[src/design/sar_adc_regs.svh]
// Purpose: timing and layout constants for the serial readout block
// Assumes: clk at 250 MHz (4 ns)
// Notes: times kept in their own units, cycle counts derived
`ifndef SAR_ADC_REGS_SVH
`define SAR_ADC_REGS_SVH
`define SAR_CLK_PS 4000
`define SAR_CONV_MAX_NS 2200
`define SAR_CONV_CYC ((`SAR_CONV_MAX_NS * 1000) / `SAR_CLK_PS)
`define SAR_BCLK_NS 110
`define SAR_BCLK_HALF_CYC (((`SAR_BCLK_NS * 1000) / `SAR_CLK_PS) / 2)
`define SAR_START_DLY_NS 270
`define SAR_START_DLY_CYC ((`SAR_START_DLY_NS * 1000) / `SAR_CLK_PS)
`define SAR_FRAME_BITS 16
`define SAR_RESULT_BITS 12
`define SAR_PAD_BITS 4
`define SAR_PINS_IDLE 6'h30
`endif

[src/design/sar_pkg.sv]
// Purpose: types for the serial readout block
// Assumes: nothing
// Notes: state enum and pin carrier struct
package sar_pkg;
  typedef enum logic [1:0] {
    SAR_IDLE = 2'b00,
    SAR_WAIT = 2'b01,
    SAR_SHIFT = 2'b10
  } sar_int_state_t;
  typedef struct packed {
    logic cs_n;
    logic rc;
    logic ext_clk_mode;
    logic output_format_select;
    logic tag;
    logic bclk_in;
  } sar_pins_t;
endpackage

[src/design/sar_adc_serial_readout.sv]
// Purpose: conversion control and serial result readout of a 12-bit SAR converter
// Assumes: all pins asynchronous to clk; result word comes from the analog core
// Notes: 16-bit frame, result msb first, then four padding zeros
// Overview of operation
// - busy goes low at conversion start, high in the same cycle the result register is loaded
// - chip select and read/convert are ORed into one effective strobe
// - serial data follows the bit clock, coded per the format select
// - external clock: after 16 bits output chain input while strobe conditions hold
// - internal clock: each data bit stable across both bit clock edges
// - internal clock: idle output holds chain level captured at conversion start
// - conversion finishes and busy releases within 2.2 us
// - generated bit clock period is 104 ns, two 13-cycle halves from the 110 ns setting
// - internal bit clock starts 67 cycles (268 ns) after strobe falls, from the 270 ns setting
// - internal mode emits exactly 16 pulses, then holds clock low
// - with chip select low, read/convert fall starts a conversion
// - format select high gives straight binary, low gives two's complement
// - clock source select high shifts on host clock, else device drives it
`timescale 1ns/100ps
`include "sar_adc_regs.svh"
module sar_adc_serial_readout
  import sar_pkg::*;
#(
  parameter int CONV_CYC = `SAR_CONV_CYC,
  parameter int BCLK_HALF_CYC = `SAR_BCLK_HALF_CYC,
  parameter int START_DLY_CYC = `SAR_START_DLY_CYC
) (
  // clock and reset
  input wire logic clk,
  input wire logic rst,
  // device pins
  input wire sar_pins_t pins,
  // analog core result, straight binary
  input wire logic [`SAR_RESULT_BITS-1:0] core_result,
  // outputs
  output logic busy_n,
  output logic serial_data,
  output logic serial_bit_clock_out,
  output logic serial_bit_clock_oe
);
  ////////////////////////////////////////////////////////////////////////
  // synchronisers
  sar_pins_t s1_reg, s2_reg, s3_reg;
  always_ff @(posedge clk or posedge rst) begin
    if (rst) begin
      // pins rest at their idle levels so no false strobe edge follows reset
      s1_reg <= sar_pins_t'(`SAR_PINS_IDLE);
      s2_reg <= sar_pins_t'(`SAR_PINS_IDLE);
      s3_reg <= sar_pins_t'(`SAR_PINS_IDLE);
    end else begin
      s1_reg <= pins;
      s2_reg <= s1_reg;
      s3_reg <= s2_reg;
    end
  end
  logic strobe, strobe_d, start_ev, ext_rise;
  assign strobe = s2_reg.cs_n | s2_reg.rc;
  assign strobe_d = s3_reg.cs_n | s3_reg.rc;
  assign start_ev = strobe_d & ~strobe & ~s2_reg.cs_n;
  assign ext_rise = s2_reg.bclk_in & ~s3_reg.bclk_in;
  ////////////////////////////////////////////////////////////////////////
  // conversion timer and result coding
  logic conv_reg, conv_next;
  logic [15:0] cnt_reg, cnt_next;
  logic [`SAR_FRAME_BITS-1:0] res_reg, res_next;
  logic tagcap_reg, tagcap_next;
  function automatic logic [`SAR_FRAME_BITS-1:0] frame_of(
    input logic [`SAR_RESULT_BITS-1:0] r, input logic sb);
    logic [`SAR_RESULT_BITS-1:0] c;
    c = sb ? r : {~r[`SAR_RESULT_BITS-1], r[`SAR_RESULT_BITS-2:0]};
    frame_of = {c, {`SAR_PAD_BITS{1'b0}}};
  endfunction
  logic done;
  assign done = conv_reg && (cnt_reg == 16'(CONV_CYC - 1));
  always_comb begin
    conv_next = conv_reg;
    cnt_next = cnt_reg;
    res_next = res_reg;
    tagcap_next = tagcap_reg;
    if (start_ev && !conv_reg) begin
      conv_next = 1'b1;
      cnt_next = '0;
      tagcap_next = s2_reg.tag;
    end else if (done) begin
      conv_next = 1'b0;
      res_next = frame_of(core_result, s2_reg.output_format_select);
    end else if (conv_reg) begin
      cnt_next = cnt_reg + 16'h0001;
    end
  end
  always_ff @(posedge clk or posedge rst) begin
    if (rst) begin
      conv_reg <= 1'b0;
      cnt_reg <= 16'h0000;
      res_reg <= 16'h0000;
      tagcap_reg <= 1'b0;
    end else begin
      conv_reg <= conv_next;
      cnt_reg <= cnt_next;
      res_reg <= res_next;
      tagcap_reg <= tagcap_next;
    end
  end
  ////////////////////////////////////////////////////////////////////////
  // serial shifter, internal or external bit clock
  sar_int_state_t st_reg, st_next;
  logic [`SAR_FRAME_BITS-1:0] sh_reg, sh_next;
  logic [4:0] bits_reg, bits_next;
  logic [15:0] tm_reg, tm_next;
  logic bclk_reg, bclk_next, dout_reg, dout_next, busy_reg, busy_next;
  logic ext_load, ext_active;
  // read window opens on rc rise with cs low or on cs fall with rc high
  assign ext_load = s2_reg.ext_clk_mode && ext_active && (s3_reg.cs_n || !s3_reg.rc);
  assign ext_active = !s2_reg.cs_n && s2_reg.rc;
  always_comb begin
    st_next = st_reg;
    sh_next = sh_reg;
    bits_next = bits_reg;
    tm_next = tm_reg;
    bclk_next = 1'b0;
    dout_next = dout_reg;
    busy_next = ~(conv_next);
    if (s2_reg.ext_clk_mode) begin
      st_next = SAR_IDLE;
      if (ext_load) begin
        sh_next = res_reg;
        bits_next = '0;
        dout_next = res_reg[`SAR_FRAME_BITS-1];
      end else if (ext_rise && ext_active) begin
        if (bits_reg < 5'(`SAR_FRAME_BITS - 1)) begin
          sh_next = {sh_reg[`SAR_FRAME_BITS-2:0], 1'b0};
          dout_next = sh_reg[`SAR_FRAME_BITS-2];
          bits_next = bits_reg + 5'h01;
        end else begin
          bits_next = 5'(`SAR_FRAME_BITS);
          dout_next = s2_reg.tag;
        end
      end else if (bits_reg == 5'(`SAR_FRAME_BITS) && ext_active) begin
        dout_next = s2_reg.tag;
      end
    end else begin
      unique case (st_reg)
        SAR_IDLE: begin
          dout_next = tagcap_next;
          if (start_ev) begin
            st_next = SAR_WAIT;
            sh_next = res_reg;
            tm_next = '0;
          end
        end
        SAR_WAIT: begin
          dout_next = sh_reg[`SAR_FRAME_BITS-1];
          tm_next = tm_reg + 16'h0001;
          if (tm_reg == 16'(START_DLY_CYC - 1)) begin
            st_next = SAR_SHIFT;
            tm_next = '0;
            bits_next = '0;
          end
        end
        SAR_SHIFT: begin
          // data changes only mid-low phase, so it holds over both edges
          tm_next = tm_reg + 16'h0001;
          bclk_next = bclk_reg;
          if (tm_reg == 16'(BCLK_HALF_CYC - 1)) begin
            tm_next = '0;
            bclk_next = ~bclk_reg;
            if (bclk_reg) begin
              bits_next = bits_reg + 5'h01;
              if (bits_reg == 5'(`SAR_FRAME_BITS - 1)) begin
                st_next = SAR_IDLE;
                bclk_next = 1'b0;
              end
            end
          end
          if (!bclk_reg && tm_reg == 16'((BCLK_HALF_CYC - 1) / 2)) begin
            dout_next = sh_reg[`SAR_FRAME_BITS-1];
          end else if (bclk_reg && tm_reg == 16'(BCLK_HALF_CYC - 1)) begin
            sh_next = {sh_reg[`SAR_FRAME_BITS-2:0], tagcap_reg};
          end
          // last bit held over its falling edge, idle level follows a cycle later
          if (st_next == SAR_IDLE) begin
            dout_next = dout_reg;
          end
        end
        default: st_next = SAR_IDLE;
      endcase
    end
  end
  always_ff @(posedge clk or posedge rst) begin
    if (rst) begin
      st_reg <= SAR_IDLE;
      sh_reg <= 16'h0000;
      bits_reg <= 5'h00;
      tm_reg <= 16'h0000;
      bclk_reg <= 1'b0;
      dout_reg <= 1'b0;
      busy_reg <= 1'b1;
    end else begin
      st_reg <= st_next;
      sh_reg <= sh_next;
      bits_reg <= bits_next;
      tm_reg <= tm_next;
      bclk_reg <= bclk_next;
      dout_reg <= dout_next;
      busy_reg <= busy_next;
    end
  end
  ////////////////////////////////////////////////////////////////////////
  // output enable for the two-way bit clock pin
  logic oe_reg;
  always_ff @(posedge clk or posedge rst) begin
    if (rst) begin
      oe_reg <= 1'b0;
    end else begin
      oe_reg <= ~s2_reg.ext_clk_mode;
    end
  end
  assign busy_n = busy_reg;
  assign serial_data = dout_reg;
  assign serial_bit_clock_out = bclk_reg;
  assign serial_bit_clock_oe = oe_reg;
endmodule

[config.mk]
export PLATFORM = sky130hd
export DESIGN_NAME = sar_adc_serial_readout
export DESIGN_NICKNAME = d
export VERILOG_FILES = /design/src/design/sar_pkg.sv /design/src/design/sar_adc_serial_readout.sv
export VERILOG_INCLUDE_DIRS = /design/src /design/src/design
export SDC_FILE = /design/constraint.sdc
export NUM_CORES = 1
export LEC_CHECK = 0
export BUFFER_PORTS_ARGS = -buffer_cell sky130_fd_sc_hd__buf_4
export CAP_MARGIN = 20
export CORE_MARGIN = 3
export CORE_UTILIZATION = 55
export DETAILED_ROUTE_END_ITERATION = 6
export GPL_ROUTABILITY_DRIVEN = 1
export HOLD_SLACK_MARGIN = 0.1
export MAX_ROUTING_LAYER = met4
export PLACE_DENSITY = 0.76
export REMOVE_ABC_BUFFERS = 1
export SETUP_SLACK_MARGIN = 0.05
export SYNTH_ARGS = -nofsm -noshare
export SYNTH_HDL_FRONTEND = slang
export SYNTH_SLANG_ARGS = --single-unit
export TNS_END_PERCENT = 50
[constraint.sdc]
create_clock -name clk -period 2.5 [get_ports clk]
set_input_delay 0.125 -clock clk [delete_from_list [all_inputs] [get_ports clk]]
set_output_delay 0.125 -clock clk [all_outputs]
set_load 0.005 [all_outputs]
Yosys cells after proc, flatten, opt, wreduce, memory -nomap -nowiden
Cells that the tools add are included.
Word-level totals
  register bits: 88
  input bits: 20
  logic and storage cells: 142
Operators by class
  $add $sub $neg: 3
  order comparisons: 1
  eq/ne operators: 21
  multiplexer cells: 49
  bitwise gates (word level): 13
  reductions and logical operators: 28
Operators by type and width (count)
  two-way mux 16 bit: 13
  one-hot mux 16 bit (3 select lines): 1
  two-way mux 5 bit: 7
  adder 16 x 1 -> 16 bit, second input constant: 2
  one-hot mux 16 bit (2 select lines): 1
  != test 3 bit, second input constant: 8
  == test 16 x 10 -> 1 bit, second input constant: 1
  == test 16 x 3 -> 1 bit, second input constant: 1
  == test 16 x 4 -> 1 bit, second input constant: 1
  == test 16 x 7 -> 1 bit, second input constant: 1
  two-way mux 2 bit: 8
  two-way mux 1 bit: 15
  two-way mux 12 bit: 1
  one-hot mux 5 bit (2 select lines): 1
  logical AND 1 bit: 9
  nonzero test 3 bit: 3
  NOT 1 bit: 8
  != test 3 x 1 -> 1 bit, second input constant: 2
  one-hot mux 2 bit (3 select lines): 1
  AND reduction 2 bit: 3
  AND reduction 6 bit: 1
  adder 5 x 1 -> 5 bit, second input constant: 1
  == test 5 x 4 -> 1 bit, second input constant: 1
  == test 5 bit, second input constant: 1
  17 further kinds: 24

Longest topological paths before layout
  depth in word-level cells: 10
  depth in mapped cells: 8
  mapped depth without buffers: 7

Worst setup path after synthesis
OpenSTA, ideal clock, no wires.
  path type: reg-to-reg
  from: reg tm_reg[12]
  to: reg sh_reg[15]
  setup time: 0.125 ns
  data arrival time: 2.478 ns
  slack: -0.103 ns
  stages on the path, launching flop included: 7
  path buffers: 1
  period minus slack after synthesis: 2.603 ns
  cell sequence: dfrtp_1 -> or4_4 -> or4_4 -> nor2b_4 -> nor3_4 -> buf_12 -> mux2_4
On the way
  longest elaborated chain between the ends: 4
  elaborated cells on any way between the ends: 7
  classes of those cells: eq/ne: 4; reduce/logical: 3
RTL lines
  start, declared: line sar_adc_serial_readout.sv:108  | logic [15:0] tm_reg, tm_next;
  start signal, assigned: line sar_adc_serial_readout.sv:201  | tm_reg <= tm_next;
  == test 16 x 4 -> 1 bit / == test 16 x 3 -> 1 bit (equally long branches): line sar_adc_serial_readout.sv:176, sar_adc_serial_readout.sv:174
  logical AND 1 bit, on equally long branches: line sar_adc_serial_readout.sv:176, sar_adc_serial_readout.sv:174
  != test 3 bit (no line)
  AND reduction 6 bit (no line) *
  end signal, assigned: line sar_adc_serial_readout.sv:199  | sh_reg <= sh_next;
  end, declared: line sar_adc_serial_readout.sv:106  | logic [`SAR_FRAME_BITS-1:0] sh_reg, sh_next;
Mark *: on every way between the ends. The rest lies on a longest branch, timed or not.
A chain may end at the register's enable or synchronous reset.

Worst setup path in the final report
  from: reg tm_reg[13]
  to: reg sh_reg[14]
The elaborated chain is that of the path after synthesis.

==> impl_metrics.env <==
export IMPL_status="completed"
export IMPL_maxCapViolCount=0
export IMPL_antenna_found_initial=0
export IMPL_worstPathCellList="or4_4, or4_4, nor2b_4, nor3_4, buf_6, buf_12, mux2_2"
export IMPL_cts_buffers=9
export IMPL_slew_viol_final=0
export IMPL_synth_simple_area_share_pct=18.1
export IMPL_r2r_setup_slack_ns=0.04
export IMPL_worstPathMaxFanout=8
export IMPL_p_sw_w=0.00134
export IMPL_rows=32
export IMPL_rsz0062_at_grt="yes"
export IMPL_fillers=580
export IMPL_synth_area_sq_um=4450
export IMPL_tritoncts="done"
export IMPL_clkSlewWorstSetupHoldPaths_ns=0.10
export IMPL_die_h_um=95.9
export IMPL_ios=24
export IMPL_critical_path_slowest_cell="or4_4"
export IMPL_power_frac_seq_pct=44.7
export IMPL_yosysUniqueCellTypes=60
export IMPL_holdWs_ns=0.352
export IMPL_grt_pass1_wl_um=15700
export IMPL_min_to="s2_reg[0]"
export IMPL_synth_cells=402
export IMPL_finalWorstSetupSlack_ns=0.0442
export IMPL_core_area_sq_um=7770
export IMPL_root_buffer="clkbuf_8"
export IMPL_layout_drive_gt1_share_pct=28.9
export IMPL_start_kind="flop"
export IMPL_critical_path_required_ns=2.74
export IMPL_crit_top_cell="or4_4"
export IMPL_dr_pass1_iters=4
export IMPL_peakVddDrop_uv=650
export IMPL_synthAdderAreaFrac_pct=3.66
export IMPL_synthXorXnorAreaFrac_pct=4.33
export IMPL_avgSynthCellArea_sq_um=11.1
export IMPL_hold_violations=0
export IMPL_clock_skew_ns=0.0117
export IMPL_final_nets=509
export IMPL_ys_warn_count=0
export IMPL_ys_ff_latch=88
export IMPL_grt_pass1_vias=3272
export IMPL_dp_slack_ns=-0.00707
export IMPL_diodes=0
export IMPL_drtAntennaViolNets=0
export IMPL_h_tree_depth=3
export IMPL_reg2reg_to="sh_reg[14]"
export IMPL_arrival_ns=2.70
export IMPL_portBuffers=23
export IMPL_p_comb_share_pct=30.5
export IMPL_finish_utilization_pct=69.9
export IMPL_worstMarginPinSlew_ns=0.718
export IMPL_synth_main_ff_cell="dfrtp_1"
export IMPL_dp_hpwl_um=6390
export IMPL_seq_area_frac_synth_pct=49.7
export IMPL_clock_fmax_mhz=407
export IMPL_cts_sinks=88
export IMPL_setup_viol=0
export IMPL_clk_insertion_delay_late_ns=0.36
export IMPL_grt_ovfl_total=0
export IMPL_hold_start="s1_reg[0]"
export IMPL_grt_max_degree=48
export IMPL_grtUsageTotal_pct=22.8
export IMPL_hp_class="reg -> reg"
export IMPL_place_gp_congestion=0.922
export IMPL_p_int_w=0.00280
export IMPL_min_period_ns=2.46
export IMPL_switching_share_pct=32.3
export IMPL_tns_ns=0
export IMPL_cpPeakStageDelay_ns=0.55
export IMPL_async_flop_share_pct=100
export IMPL_synth_edf_count=0
export IMPL_dieArea_sq_um=9200
export IMPL_slew_headroom_pct=52.1
export IMPL_r2r_start="tm_reg[13]"
export IMPL_start_util_pct=57.2
export IMPL_vias=3318
export IMPL_power_density_nw_per_um2=762
export IMPL_r2r_cells=7
export IMPL_synth_top_family_by_area="simple AND/OR/NAND/NOR gates"
export IMPL_clock_path_buffers=2
export IMPL_routedWlPerCell_um=16.2
export IMPL_die_w_um=95.9
export IMPL_muxShareOfSynthArea_pct=12.5
export IMPL_drt_iter0_drc=228
export IMPL_wl_um=9440
export IMPL_leakage_nw=2.50
export IMPL_synth_compound_area_share_pct=8.50
export IMPL_critical_path_class="reg -> reg"
export IMPL_min_period_over_period_pct=98.2
export IMPL_detail_route_vias_per_cell=5.69
export IMPL_worstHoldPathCells=0
export IMPL_drc=0
export IMPL_area_growth_pct=22.1
export IMPL_endpoint_kind="flop"
export IMPL_pwr_share_clk_pct=24.8
-- power by group through the flow --
stage          registers (W)  clock network, W  logic (W)
2_1_floorplan        0.00181                 0   0.000800
3_3_place_gp         0.00186                 0    0.00109
3_5_place_dp         0.00187                 0    0.00114
4_1_cts              0.00185           0.00104    0.00124
5_1_grt              0.00189           0.00111    0.00139
6_report             0.00185           0.00103    0.00126
-- area by class of cell --
| class | count | area, sq um | area share [%] |
|---|---|---|---|
| well taps | 102 | 128 | 2.35 |
| flip-flops and latches | 88 | 2210 | 40.7 |
| multi-input cells | 281 | 2140 | 39.4 |
| repair buffers | 76 | 667 | 12.3 |
| inverters | 20 | 76.3 | 1.41 |
| clock inverters | 7 | 83.8 | 1.54 |
| clock buffers | 9 | 124 | 2.28 |
-- cells in the final DEF (no fill, tap or decap), drive strengths merged, types with 2 or more instances in the layout --
master	Yosys	final
and3	10	10
dlygate4sd3	0	19
ha	13	13
o21ai	12	12
nand2b	5	5
or4	6	6
nand4	21	21
a211o	2	2
dfrtp	81	81
nand3	17	17
inv	20	24
clkbuf	10	9
a21o	4	4
nor4	3	3
or3	2	2
a21oi	7	7
nor3b	2	2
a211oi	2	2
and2	4	4
dfstp	7	7
xor2	22	22
nor2	35	35
buf	3	57
mux2i	9	9
a41o	2	2
a22o	4	4
o211ai	2	2
nor2b	4	4
mux2	39	39
and4	2	2
nand2	22	22
o21a	2	2
nor4b	2	2
nor3	6	6
-- routing by layer --
layer	global-route usage, %	routed length, um	vias up
li1	-	-	1599
met1	29.1	4190	1650
met2	36.9	4880	61
met3	5.71	299	8
met4	4.98	72	0
met5	-	0	-
-- timing repair --
item	4_1_cts	5_1_grt
resized for setup	5	7
setup endpoints to repair	9	32
endpoints found under the hold margin	56	0
pin swaps	2	7
hold buffers	19	0
setup buffers	3	0
gates cloned	1	0
-- how the worst max path moves through the flow --
stage | cells past startpoint | startpoint | endpoint | slack (ns)
floorplan | 5 | tm_reg[12] | sh_reg[10] | -0.30
global placement | 6 | tm_reg[12] | sh_reg[9] | 0.07
detailed placement | 6 | tm_reg[12] | bits_reg[3] | -0.007
CTS | 7 | tm_reg[12] | sh_reg[11] | 0.05
global route | 10 | tm_reg[0] | sh_reg[14] | -0.03
finish | 7 | tm_reg[13] | sh_reg[14] | 0.04
-- stage by stage --
step / power [W] / std cells / instance area [sq um]
after global placement: 0.00295 / 544 / 4930
after detailed placement: 0.00301 / 544 / 4930
after floorplan: 0.00261 / 389 / 4380
after global routing: 0.00438 / 583 / 5430
final: 0.00414 / 583 / 5430
after CTS: 0.00414 / 583 / 5400
-- cell usage after synthesis, drive strengths merged, types with 2 or more instances --
cell	number	area (sq um)
a211o	2	17.5
a211oi	2	15.0
a21o	4	30.0
a21oi	7	35.0
a22o	4	35.0
a41o	2	20.0
and2	4	25.0
and3	10	62.6
and4	2	17.5
buf	3	27.5
clkbuf	10	37.5
dfrtp	81	2030
dfstp	7	184
ha	13	163
inv	20	75.1
mux2	39	465
mux2i	9	90.1
nand2	22	82.6
nand2b	5	31.3
nand3	17	85.1
nand4	21	131
nor2	35	131
nor2b	4	32.5
nor3	6	41.3
nor3b	2	15.0
nor4	3	18.8
nor4b	2	17.5
o211ai	2	15.0
o21a	2	15.0
o21ai	12	60.1
or3	2	12.5
or4	6	56.3
xor2	22	193
-- logic make-up after synthesis --
family	Yosys count
xor gates and xnor gates	22
and+or+nand+nor	146
adders and majority gates	13
DFF	88
buffers and inverters	33
muxes	48
AOI/OAI and AO/OA	52
-- critical path: cells and delay by family (launching register included) --
family	cells	cell delay (ns)
mux	1	0.34
flops	1	0.39
simple gates	4	1.34
buf+inv	2	0.28
No activity file was read; power rests on OpenSTA's default activity.
